===== config.mk =====
export PLATFORM = sky130hd
export DESIGN_NAME = link_power_fsm
export DESIGN_NICKNAME = d
export VERILOG_FILES = /design/src/verilog/link_pm_pkg.sv /design/src/verilog/link_power_fsm.sv /design/src/verilog/pin_sync.sv
export SDC_FILE = /design/constraint.sdc
export NUM_CORES = 1
export LEC_CHECK = 0
export ABC_AREA = 1
export BUFFER_PORTS_ARGS = -buffer_cell sky130_fd_sc_hd__buf_2
export CAP_MARGIN = 20
export CELL_PAD_IN_SITES_DETAIL_PLACEMENT = 1
export CELL_PAD_IN_SITES_GLOBAL_PLACEMENT = 2
export CORE_MARGIN = 1.5
export CORE_UTILIZATION = 29
export DETAILED_ROUTE_END_ITERATION = 10
export GPL_ROUTABILITY_DRIVEN = 0
export GPL_TIMING_DRIVEN = 0
export HOLD_SLACK_MARGIN = 0.02
export MAX_ROUTING_LAYER = met4
export PLACE_DENSITY_LB_ADDON = 0.1
export SLEW_MARGIN = 5
export SYNTH_ARGS = -nofsm -noshare
export SYNTH_HDL_FRONTEND = slang
export SYNTH_SLANG_ARGS = --single-unit

===== constraint.sdc =====
create_clock -name clock -period 2.83 [get_ports clock]
set_clock_uncertainty 0.2 [all_clocks]
set_input_delay 0 -clock clock [delete_from_list [all_inputs] [get_ports clock]]
set_output_delay 0 -clock clock [all_outputs]
set_load 0.01 [all_outputs]

===== src/verilog/link_pm_pkg.sv =====
// Purpose: Shared constants and types for the link power-mode controller.
// Assumes: 32-bit AXI4-Lite register window with 8 decoded address bits.
// Notes: Primitive codes are an abstract decoding supplied by the receive path.

package link_pm_pkg;

  // ==========================================================================
  // Register map.
  localparam logic [7:0] OFF_CTRL = 8'h00;
  localparam logic [7:0] OFF_STATUS = 8'h04;
  localparam logic [7:0] OFF_IRQ_STAT = 8'h08;
  localparam logic [7:0] OFF_IRQ_MASK = 8'h0C;

  // ==========================================================================
  // Field positions.
  localparam int CTRL_PM_EN = 0;
  localparam int CTRL_REQ_PARTIAL = 1;
  localparam int CTRL_REQ_SLUMBER = 2;
  localparam int CTRL_WAKE = 3;
  localparam int STAT_MODE_SLUMBER = 4;
  localparam int STAT_PHY_RDY = 5;
  localparam int IRQ_ABORT = 0;
  localparam int IRQ_ERROR = 1;
  localparam int IRQ_ASLEEP = 2;
  localparam int IRQ_AWAKE = 3;
  localparam int IRQ_W = 4;

  // ==========================================================================
  // Reset values and counts.
  localparam logic RST_PM_EN = 1'b0;
  localparam logic [IRQ_W-1:0] RST_IRQ_MASK = 4'h0;
  localparam logic [1:0] ACK_LAST = 2'h3;
  localparam int SYNC_STAGES = 3;

  // ==========================================================================
  // Bus answers.
  localparam logic [1:0] RESP_OKAY = 2'h0;
  localparam logic [1:0] RESP_DECERR = 2'h3;

  // ==========================================================================
  // Link primitives as decoded by the receive path.
  typedef enum logic [3:0] {
    PRIM_OTHER, PRIM_SYNC, PRIM_R_OK, PRIM_X_RDY, PRIM_PMACK,
    PRIM_PMNACK, PRIM_PMREQ_P, PRIM_PMREQ_S, PRIM_ALIGN
  } prim_t;

  typedef enum logic [3:0] {
    ST_IDLE, ST_PARTIAL_REQ, ST_SLUMBER_REQ, ST_POWER_OFF_ACK, ST_POWER_DENY,
    ST_PHY_READY_CHECK, ST_POWERED_DOWN_NOCOMM, ST_FIRST_WAKEUP,
    ST_SECOND_WAKEUP, ST_RECEIVE_WAIT_FIFO, ST_NOCOMM_ERROR
  } pm_state_t;

endpackage : link_pm_pkg


===== src/verilog/link_power_fsm.sv =====
// Purpose: Link-layer power-mode negotiation with AXI4-Lite control.
// Assumes: rxPrim is decoded each cycle on this clock; phy levels are async.
// Notes: Command bits of the control register act as one-shot requests.
//
// Our own choices: the address map and register access over AXI4-Lite.

`timescale 1ns/100ps

// How it works
// Partial request sends PMREQ_P continuously.
// Slumber request sends PMREQ_S continuously.
// PMACK during request goes to phy check.
// X_RDY aborts request, reports, receive wait.
// SYNC or R_OK keeps request state.
// Device stays on incoming PMREQ; host never.
// Host and device return idle on other dwords.
// Phy loss in request/deny reports error.
// Incoming PMREQ acks, flags which was received.
// Exactly four PMACKs then phy check.
// Disabled power modes answer with PMNACK.
// Deny exits to idle on other dword.
// Phy check drives partial/slumber until PhyRdy drops.
// Wake request or COMWAKE leaves powered down.
// First wakeup clears both, waits PhyRdy.
// Second wakeup sends ALIGN, idles if ready.
// Phy loss in second wakeup reports error.
// Enable bit selects acknowledge or deny.
module link_power_fsm
  import link_pm_pkg::*;
#(
  parameter bit IS_HOST = 1'b0
) (
  input wire logic clock,
  input wire logic rstn,
  input wire logic [7:0] s_axi_awaddr,
  input wire logic s_axi_awvalid,
  output logic s_axi_awready,
  input wire logic [31:0] s_axi_wdata,
  input wire logic [3:0] s_axi_wstrb,
  input wire logic s_axi_wvalid,
  output logic s_axi_wready,
  output logic [1:0] s_axi_bresp,
  output logic s_axi_bvalid,
  input wire logic s_axi_bready,
  input wire logic [7:0] s_axi_araddr,
  input wire logic s_axi_arvalid,
  output logic s_axi_arready,
  output logic [31:0] s_axi_rdata,
  output logic [1:0] s_axi_rresp,
  output logic s_axi_rvalid,
  input wire logic s_axi_rready,
  input wire prim_t rxPrim,
  output prim_t txPrim,
  input wire logic phyRdy,
  input wire logic comWake,
  output logic phyPartial,
  output logic phySlumber,
  output logic pmAbort,
  output logic linkErr,
  output logic rcvStart,
  output logic irq
);

  pm_state_t state_r;
  pm_state_t state_nxt;
  logic [1:0] phyIn;
  logic [1:0] phySync;
  logic phyRdyS;
  logic comWakeS;
  logic awHeld_r;
  logic wHeld_r;
  logic [7:0] awAddr_r;
  logic [31:0] wData_r;
  logic wStrb0_r;
  logic doWrite;
  logic ctrlWr;
  logic pmEnable_r;
  logic [IRQ_W-1:0] irqStat_r;
  logic [IRQ_W-1:0] irqMask_r;
  logic [IRQ_W-1:0] irqEv;
  logic reqPartial;
  logic reqSlumber;
  logic reqWake;
  logic inReq;
  logic rxPmReq;
  logic modeSlumber_r;
  logic [1:0] ackCnt_r;
  logic abortEv;
  logic errEv;
  logic sleepReq;

  // ==========================================================================
  // Phy input synchronisation.
  assign phyIn = {comWake, phyRdy};

  pin_sync #(.W(2)) u_sync (
    .clock(clock),
    .rstn(rstn),
    .din(phyIn),
    .dout(phySync)
  );

  assign phyRdyS = phySync[0];
  assign comWakeS = phySync[1];

  // ==========================================================================
  // AXI4-Lite write channel.
  assign s_axi_awready = !awHeld_r && !s_axi_bvalid;
  assign s_axi_wready = !wHeld_r && !s_axi_bvalid;
  assign doWrite = awHeld_r && wHeld_r && !s_axi_bvalid;
  assign ctrlWr = doWrite && (awAddr_r == OFF_CTRL) && wStrb0_r;

  always_ff @(posedge clock or negedge rstn) begin
    if (!rstn) begin
      awHeld_r <= 1'b0;
      wHeld_r <= 1'b0;
      awAddr_r <= 8'h00;
      wData_r <= 32'h0000_0000;
      wStrb0_r <= 1'b0;
      s_axi_bvalid <= 1'b0;
      s_axi_bresp <= RESP_OKAY;
    end else begin
      if (s_axi_awvalid && s_axi_awready) begin
        awHeld_r <= 1'b1;
        awAddr_r <= s_axi_awaddr;
      end
      if (s_axi_wvalid && s_axi_wready) begin
        wHeld_r <= 1'b1;
        wData_r <= s_axi_wdata;
        wStrb0_r <= s_axi_wstrb[0];
      end
      if (doWrite) begin
        awHeld_r <= 1'b0;
        wHeld_r <= 1'b0;
        s_axi_bvalid <= 1'b1;
        case (awAddr_r)
          OFF_CTRL, OFF_STATUS, OFF_IRQ_STAT, OFF_IRQ_MASK: s_axi_bresp <= RESP_OKAY;
          default: s_axi_bresp <= RESP_DECERR;
        endcase
      end else if (s_axi_bvalid && s_axi_bready) begin
        s_axi_bvalid <= 1'b0;
      end
    end
  end

  // ==========================================================================
  // Control register and command strobes.
  always_ff @(posedge clock or negedge rstn) begin
    if (!rstn) begin
      pmEnable_r <= RST_PM_EN;
      irqMask_r <= RST_IRQ_MASK;
    end else begin
      if (ctrlWr) begin
        pmEnable_r <= wData_r[CTRL_PM_EN];
      end
      if (doWrite && (awAddr_r == OFF_IRQ_MASK) && wStrb0_r) begin
        irqMask_r <= wData_r[IRQ_W-1:0];
      end
    end
  end

  assign reqPartial = ctrlWr && wData_r[CTRL_REQ_PARTIAL];
  assign reqSlumber = ctrlWr && wData_r[CTRL_REQ_SLUMBER];
  assign reqWake = ctrlWr && wData_r[CTRL_WAKE];

  // ==========================================================================
  // AXI4-Lite read channel.
  assign s_axi_arready = !s_axi_rvalid;

  always_ff @(posedge clock or negedge rstn) begin
    if (!rstn) begin
      s_axi_rvalid <= 1'b0;
      s_axi_rdata <= 32'h0000_0000;
      s_axi_rresp <= RESP_OKAY;
    end else if (s_axi_arvalid && s_axi_arready) begin
      s_axi_rvalid <= 1'b1;
      s_axi_rresp <= RESP_OKAY;
      case (s_axi_araddr)
        OFF_CTRL: s_axi_rdata <= {31'h0000_0000, pmEnable_r};
        OFF_STATUS: s_axi_rdata <= {26'h000_0000, phyRdyS, modeSlumber_r, state_r};
        OFF_IRQ_STAT: s_axi_rdata <= {28'h000_0000, irqStat_r};
        OFF_IRQ_MASK: s_axi_rdata <= {28'h000_0000, irqMask_r};
        default: begin
          s_axi_rdata <= 32'h0000_0000;
          s_axi_rresp <= RESP_DECERR;
        end
      endcase
    end else if (s_axi_rready) begin
      s_axi_rvalid <= 1'b0;
    end
  end

  // ==========================================================================
  // Next-state logic.
  assign inReq = (state_r == ST_PARTIAL_REQ) || (state_r == ST_SLUMBER_REQ);
  assign rxPmReq = (rxPrim == PRIM_PMREQ_P) || (rxPrim == PRIM_PMREQ_S);
  assign abortEv = inReq && phyRdyS && (rxPrim == PRIM_X_RDY);
  assign errEv = ((inReq || (state_r == ST_POWER_DENY)) && !phyRdyS)
      || ((state_r == ST_SECOND_WAKEUP) && !phyRdyS);
  assign sleepReq = (state_nxt == ST_PHY_READY_CHECK) || (state_nxt == ST_POWERED_DOWN_NOCOMM);

  always_comb begin
    state_nxt = state_r;
    case (state_r)
      ST_IDLE: begin
        if (rxPmReq) begin
          state_nxt = pmEnable_r ? ST_POWER_OFF_ACK : ST_POWER_DENY;
        end else if (reqPartial) begin
          state_nxt = ST_PARTIAL_REQ;
        end else if (reqSlumber) begin
          state_nxt = ST_SLUMBER_REQ;
        end
      end
      ST_PARTIAL_REQ, ST_SLUMBER_REQ: begin
        if (!phyRdyS) begin
          state_nxt = ST_NOCOMM_ERROR;
        end else begin
          case (rxPrim)
            PRIM_PMACK: state_nxt = ST_PHY_READY_CHECK;
            PRIM_X_RDY: state_nxt = ST_RECEIVE_WAIT_FIFO;
            PRIM_SYNC, PRIM_R_OK: state_nxt = state_r;
            PRIM_PMREQ_P, PRIM_PMREQ_S: state_nxt = IS_HOST ? ST_IDLE : state_r;
            default: state_nxt = ST_IDLE;
          endcase
        end
      end
      ST_POWER_OFF_ACK: begin
        if (ackCnt_r == ACK_LAST) begin
          state_nxt = ST_PHY_READY_CHECK;
        end
      end
      ST_POWER_DENY: begin
        if (!phyRdyS) begin
          state_nxt = ST_NOCOMM_ERROR;
        end else if (!rxPmReq) begin
          state_nxt = ST_IDLE;
        end
      end
      ST_PHY_READY_CHECK: begin
        if (!phyRdyS) begin
          state_nxt = ST_POWERED_DOWN_NOCOMM;
        end
      end
      ST_POWERED_DOWN_NOCOMM: begin
        if (reqWake || comWakeS) begin
          state_nxt = ST_FIRST_WAKEUP;
        end
      end
      ST_FIRST_WAKEUP: begin
        if (phyRdyS) begin
          state_nxt = ST_SECOND_WAKEUP;
        end
      end
      ST_SECOND_WAKEUP: begin
        state_nxt = phyRdyS ? ST_IDLE : ST_NOCOMM_ERROR;
      end
      ST_RECEIVE_WAIT_FIFO: state_nxt = ST_IDLE;
      ST_NOCOMM_ERROR: begin
        if (phyRdyS) begin
          state_nxt = ST_IDLE;
        end
      end
      default: state_nxt = ST_IDLE;
    endcase
  end

  // ==========================================================================
  // State, mode flag and acknowledge counter.
  always_ff @(posedge clock or negedge rstn) begin
    if (!rstn) begin
      state_r <= ST_IDLE;
    end else begin
      state_r <= state_nxt;
    end
  end

  always_ff @(posedge clock or negedge rstn) begin
    if (!rstn) begin
      modeSlumber_r <= 1'b0;
      ackCnt_r <= 2'h0;
    end else begin
      if (state_r == ST_IDLE) begin
        if (rxPmReq) begin
          modeSlumber_r <= (rxPrim == PRIM_PMREQ_S);
        end else if (reqPartial || reqSlumber) begin
          modeSlumber_r <= !reqPartial;
        end
      end
      ackCnt_r <= (state_r == ST_POWER_OFF_ACK) ? ackCnt_r + 2'h1 : 2'h0;
    end
  end

  // ==========================================================================
  // Transmit primitive and phy power requests.
  always_ff @(posedge clock or negedge rstn) begin
    if (!rstn) begin
      txPrim <= PRIM_SYNC;
      phyPartial <= 1'b0;
      phySlumber <= 1'b0;
    end else begin
      case (state_nxt)
        ST_PARTIAL_REQ: txPrim <= PRIM_PMREQ_P;
        ST_SLUMBER_REQ: txPrim <= PRIM_PMREQ_S;
        ST_POWER_OFF_ACK: txPrim <= PRIM_PMACK;
        ST_POWER_DENY: txPrim <= PRIM_PMNACK;
        ST_SECOND_WAKEUP: txPrim <= PRIM_ALIGN;
        default: txPrim <= PRIM_SYNC;
      endcase
      phyPartial <= sleepReq && !modeSlumber_r;
      phySlumber <= sleepReq && modeSlumber_r;
    end
  end

  // ==========================================================================
  // Transport indications and interrupts.
  assign irqEv = {(state_r == ST_SECOND_WAKEUP) && phyRdyS,
                  (state_r == ST_PHY_READY_CHECK) && !phyRdyS,
                  errEv, abortEv};

  always_ff @(posedge clock or negedge rstn) begin
    if (!rstn) begin
      pmAbort <= 1'b0;
      linkErr <= 1'b0;
      rcvStart <= 1'b0;
      irqStat_r <= '0;
      irq <= 1'b0;
    end else begin
      pmAbort <= abortEv;
      linkErr <= errEv;
      rcvStart <= abortEv;
      if (doWrite && (awAddr_r == OFF_IRQ_STAT) && wStrb0_r) begin
        irqStat_r <= (irqStat_r & ~wData_r[IRQ_W-1:0]) | irqEv;
      end else begin
        irqStat_r <= irqStat_r | irqEv;
      end
      irq <= |(irqStat_r & irqMask_r);
    end
  end
endmodule : link_power_fsm


===== src/verilog/pin_sync.sv =====
// Purpose: Three-stage synchroniser with agreement filter for phy inputs.
// Assumes: Inputs are asynchronous to clock.
// Notes: The output follows once the second and third stages agree.

`timescale 1ns/100ps

module pin_sync #(
  parameter int W = 1
) (
  input wire logic clock,
  input wire logic rstn,
  input wire logic [W-1:0] din,
  output logic [W-1:0] dout
);

  logic [W-1:0] s1_r;
  logic [W-1:0] s2_r;
  logic [W-1:0] s3_r;

  // ==========================================================================
  // Stages.
  always_ff @(posedge clock or negedge rstn) begin
    if (!rstn) begin
      s1_r <= '0;
      s2_r <= '0;
      s3_r <= '0;
    end else begin
      s1_r <= din;
      s2_r <= s1_r;
      s3_r <= s2_r;
    end
  end

  // ==========================================================================
  // Filter.
  always_ff @(posedge clock or negedge rstn) begin
    if (!rstn) begin
      dout <= '0;
    end else begin
      for (int i = 0; i < W; i++) begin
        if (s2_r[i] == s3_r[i]) begin
          dout[i] <= s3_r[i];
        end
      end
    end
  end

endmodule : pin_sync


* Word level (Yosys, flattened, before mapping) *
Index checks and enable logic that the tools add are counted.

operators by class
  reduce and logical (&&, ||, !) cells = 53
  bitwise gates (word level) = 5
  add/subtract/negate cells = 1
  equality and inequality tests = 31
  muxes and demuxes = 31

operators by type and width
  operator              count
  $mux W4               13
  $eq A4 B3 Y1 const B  10
  $pmux W4 S9           1
  $eq A8 B4 Y1 const B  4
  $logic_and A1 B1 Y1   25
  $eq A4 B2 Y1 const B  6
  $pmux W6 S4           1
  $pmux W4 S5           1
  $eq A8 B3 Y1 const B  2
  $logic_not A8 Y1      2
  $reduce_or A4 Y1      4
  $eq A4 B1 Y1 const B  3
  $eq A4 B4 Y1 const B  3
  $pmux W4 S3           1
  $mux W1               10
  $reduce_bool A2 Y1    5
  $and A4 B4 Y4         2
  $or A4 B4 Y4          2
  $logic_not A1 Y1      7
  $logic_or A1 B1 Y1    7
  $mux W2               3
  $logic_not A4 Y1      1
  $not A4 Y4            1
  $mux W3               1
  5 further kinds       6

word-level totals
  input bits = 65
  logic and storage cells = 148
  bits in registers = 86

* Longest topological paths before layout *
  depth in word-level cells = 12
  gate-level depth with buffers = 15
  gate-level depth less buffers = 15

* By module *
Synthesis repeated with hierarchy kept, for this count alone.

unflattened totals
  cells, all modules = 352
  area, all modules = 2949.1 um2

by module, submodules not included
  module          instances  cells an instance  area an instance (um2)
  link_power_fsm  1          336                2716.4
  pin_sync        1          16                 232.7

* Worst setup path before layout *
Ideal clock, no wire load.

  path type = register to register
  start point = reg s_axi_bvalid
  end point = reg phyPartial
  buffers on the path = 0
  setup slack = 1.118 ns
  arrival = 1.395 ns
  data required time = 2.512 ns
  cell stages (with the launch flop) = 13
  path through = dfrtp_1 > inv_2 > nand3_2 > nor2_2 > nand3_1 > nand2_1 > inv_1 > a21oi_1 > nor2_2 > nand2_2 > nand2_1 > nand2_1 > nor2_1

on the way
  cells in the longest elaborated chain, start to end = 12

RTL lines
  item                                RTL line               source
  start: declaration                  link_power_fsm.sv:43   output logic s_axi_bvalid,
  start signal: assignment            link_power_fsm.sv:120  s_axi_bvalid <= 1'b0;
  start signal: assignment            link_power_fsm.sv:135  s_axi_bvalid <= 1'b1;
  start signal: assignment            link_power_fsm.sv:141  s_axi_bvalid <= 1'b0;
  $logic_not A1 Y1 *                  link_power_fsm.sv:110  assign doWrite = awHeld_r && wHeld_r && !s_axi_bvalid;
  $logic_and A1 B1 Y1 *               link_power_fsm.sv:110
  $logic_and A1 B1 Y1 * (2 in a row)  link_power_fsm.sv:111  assign ctrlWr = doWrite && (awAddr_r == OFF_CTRL) && wStrb0_r;
  $logic_and A1 B1 Y1                 link_power_fsm.sv:163  assign reqSlumber = ctrlWr && wData_r[CTRL_REQ_SLUMBER];
  $mux W4                             link_power_fsm.sv:210  end else if (reqSlumber) begin
  $mux W4                             link_power_fsm.sv:208  end else if (reqPartial) begin
  $mux W4                             link_power_fsm.sv:206  if (rxPmReq) begin
  $pmux W4 S9 *                       link_power_fsm.sv:204  case (state_r)
  $eq A4 B3 Y1                        link_power_fsm.sv:200  assign sleepReq = (state_nxt == ST_PHY_READY_CHECK) || (state_nxt == ST_POWERED_DOWN_NOCOMM);
  $logic_or A1 B1 Y1 *                link_power_fsm.sv:200
  $logic_and A1 B1 Y1 *               link_power_fsm.sv:309  phyPartial <= sleepReq && !modeSlumber_r;
  end signal: assignment              link_power_fsm.sv:309
  end: declaration                    link_power_fsm.sv:56   output logic phyPartial,

Mark *: on every way between the ends. The rest lies on a longest branch, timed or not.
A chain may end at the register's enable or synchronous reset.

* Worst setup path in the final report *
  start point = in s_axi_araddr[6]
  end point = reg s_axi_rdata[0]

on the way
  cells in the longest elaborated chain, start to end = 2

RTL lines
  item                                  RTL line               source
  start: declaration                    link_power_fsm.sv:45   input wire logic [7:0] s_axi_araddr,
  $eq A8 B4 Y1 (tied with other cells)  link_power_fsm.sv:178  case (s_axi_araddr)
  $pmux W6 S4 *                         link_power_fsm.sv:178
  end signal: assignment                link_power_fsm.sv:179  OFF_CTRL: s_axi_rdata <= {31'h0000_0000, pmEnable_r};
  end signal: assignment                link_power_fsm.sv:180  OFF_STATUS: s_axi_rdata <= {26'h000_0000, phyRdyS, modeSlumber_r, state_r};
  end signal: assignment                link_power_fsm.sv:181  OFF_IRQ_STAT: s_axi_rdata <= {28'h000_0000, irqStat_r};
  end: declaration                      link_power_fsm.sv:48   output logic [31:0] s_axi_rdata,

Marked as above.

==> flow_metrics.env <==
export IMPL_required_ns=2.90
export IMPL_reg2reg_from="s_axi_bvalid"
export IMPL_hold_buffers=38
export IMPL_avgViaCountPerCell=4.22
export IMPL_startpoint="s_axi_araddr[6]"
export IMPL_final_min_clock_period_ns=2.48
export IMPL_max_vdd_ir_drop_mv=0.312
export IMPL_postCtsSetupRepairBufs=0
export IMPL_path_max_fanout=5
export IMPL_synth_distinct_cells=36
export IMPL_cts_max_path_buffers=2
export IMPL_p_per_area_nw_per_um2=805
export IMPL_layout_commonest_cell="nand2_1"
export IMPL_syn_area_per_cell_sq_um=8.62
export IMPL_first_pass_iters=4
export IMPL_hold_violations=0
export IMPL_grt_remaining_overflow=0
export IMPL_synth_top_area_share_pct=47.7
export IMPL_setup_viol_count_final=0
export IMPL_die_w_microns=105
export IMPL_wl_per_cell_microns=12.2
export IMPL_crit_type="in2reg"
export IMPL_leakagePower_nw=2.16
export IMPL_synthArstFlopShare_pct=100
export IMPL_synth_ff_type="dfrtp_1"
export IMPL_clock_latency_ns=0.34
export IMPL_io_pins=116
export IMPL_start_util_pct=30.2
export IMPL_layout_drive_gt1_share_pct=31.2
export IMPL_drc_errors=0
export IMPL_synth_area_sq_um=2990
export IMPL_status="finished, final reports clean"
export IMPL_post_cts_resized=0
export IMPL_synthCells=347
export IMPL_post_route_period_util_pct=87.5
export IMPL_rows=36
export IMPL_min_path_type="in2reg"
export IMPL_cts_sinks=58
export IMPL_maxCapViolCount=0
export IMPL_fin_tns_setup_ns=0
export IMPL_synth_edff_count=0
export IMPL_grt_setup_unrepaired="false"
export IMPL_max_freq_ghz=0.404
export IMPL_yosys_warnings=0
export IMPL_cts_tree="done"
export IMPL_numCtsBuffers=9
export IMPL_dp_hpwl_microns=5500
export IMPL_h_tree_depth=3
export IMPL_crit_chain="dlygate4sd3_1, buf_2, nor2_1, dlygate4sd3_1, nand4_1, o2111ai_1, nand2_1, dlygate4sd3_1, nand2_1"
export IMPL_synth_top_area_cell="dfrtp_1"
export IMPL_grt_max_degree=59
export IMPL_synth_seq_cells=58
export IMPL_die_area_sq_um=10900
export IMPL_vias=2602
export IMPL_tightest_slew_ns=0.756
export IMPL_crit_slowest_cell="dlygate4sd3_1"
export IMPL_hold_start="rxPrim[0]"
export IMPL_core_sq_um=9910
export IMPL_grt_pass1_wl_microns=13000
export IMPL_yosys_top_cells_area="dfrtp_1 48%, nand2_1 8.5%, buf_4 7.5%"
export IMPL_maxSlewHeadroom_pct=49.6
export IMPL_grt_pass1_vias=2688
export IMPL_portBuffers=58
export IMPL_cp_start_kind="input pin"
export IMPL_ys_seq_area_share_pct=48.5
export IMPL_die_h_microns=105
export IMPL_final_cell_mix="68 x nand2_1, 58 x buf_2, 57 x dfrtp_1, 38 x inv_1, 38 x dlygate4sd3_1"
export IMPL_place_area_sq_um=3550
export IMPL_worst_setup_path_end_kind="flop"
export IMPL_cts_reportedPaths_clkPinSlew_ns=0.07
export IMPL_fin_area_sq_um=4150
export IMPL_drt_initial_drc_count=87
export IMPL_area_delta_synth_final_pct=38.5
export IMPL_antenna_found_initial=0
export IMPL_ant_nets=0
export IMPL_path_common_cell="dlygate4sd3_1"
export IMPL_finalNetCount=545
export IMPL_cp_data_arrival_time_ns=2.55
export IMPL_routed_wl_microns=7550
export IMPL_maxSlewViolCount=0
export IMPL_cts_root_buf="clkbuf_8"
export IMPL_num_antenna_cells=0
export IMPL_grt_util_all_layers_pct=15.4
export IMPL_slowest_delay_ns=0.57
==> path summary, 6_finish.rpt <==
kind | endpoint | slack (ns) | cells after the start
worst max-delay path | s_axi_rdata[0] | 0.35 | 9
worst min-delay path | state_r[2] | 0.04 | 8
worst max register to register | modeSlumber_r | 0.55 | 10
worst min register to register | u_sync.s2_r[1] | 0.15 | 0
max in group asynchronous | u_sync.s1_r[0] | 1.84 | 2
min in group asynchronous | s_axi_rvalid | 0.06 | 2
==> flip-flops by register name (all words and copies together), names as in the netlist, 2 cells and up <==
name,count
s_axi_rdata,6
txPrim,4
irqMask_r,4
awAddr_r,8
u_sync.s2_r,2
state_r,4
ackCnt_r,2
u_sync.s3_r,2
u_sync.dout,2
irqStat_r,4
wData_r,4
u_sync.s1_r,2
==> routing by layer <==
layer  track usage (%)  part of all wire (%)  vias up
met2              24.6                    48       68
met1              18.8                    46     1202
met3              2.93                   3.9       13
met4              7.24                   1.8        0
met5                 -                     0        -
li1                  -                     -     1319
==> stage by stage <==
stage / cells / utilization (%) / total power, mW / hold WS [ns] / setup WS [ns]
after floorplan: 372 / - / 2.11 / -0.496 / 1.12
after global placement: 563 / 35.8 / 2.43 / -0.0911 / 0.773
after detailed placement: 563 / 35.8 / 2.45 / -0.0899 / 0.750
after CTS: 617 / 41.8 / 3.40 / 0.0248 / 0.410
after global routing: 617 / 41.8 / 3.62 / 0.0916 / 0.174
final: 617 / 41.8 / 3.34 / 0.0427 / 0.355
==> kinds of logic after synthesis <==
family,Yosys count,share of synthesized area [%]
flops,58,48.5
other cells,1,0.125
mux,7,2.63
simple gates,154,25.2
fa+ha+maj,3,1.09
buf+inv,78,13.6
compound gates,46,8.86
==> area by class of cell <==
cell class | count | area (sq um)
inverters | 44 | 165
clock inverters | 5 | 77.6
repair buffers | 96 | 673
flip-flops and latches | 58 | 1450
multi-input cells | 236 | 1230
plain buffers | 34 | 241
fillers | 1238 | 5760
well taps | 133 | 166
clock buffers | 11 | 141
==> critical path, delay by kind of cell <==
kind | cells | cell delay, ns
buf+inv | 4 | 1.78
simple gates | 4 | 0.47
compound gates | 1 | 0.27
==> power breakdown <==
part | internal [mW] | switching, mW | total [mW] | leakage, nW
Combinational | 0.505 | 0.758 | 1.26 | 1.34
Clock | 0.517 | 0.333 | 0.850 | 0.109
Sequential | 1.07 | 0.158 | 1.23 | 0.707
==> cells in the mapped netlist (5+ instances only) <==
cell type / instances
nor2_2: 6
nor2_1: 31
buf_4: 30
nand3_1: 15
inv_1: 38
nor3_1: 5
dfrtp_1: 57
nand3_2: 5
inv_2: 6
o21ai_0: 16
mux2_2: 7
nand2_1: 68
nand2_2: 10
a21oi_1: 12
Power figures use the tool's default switching activity.
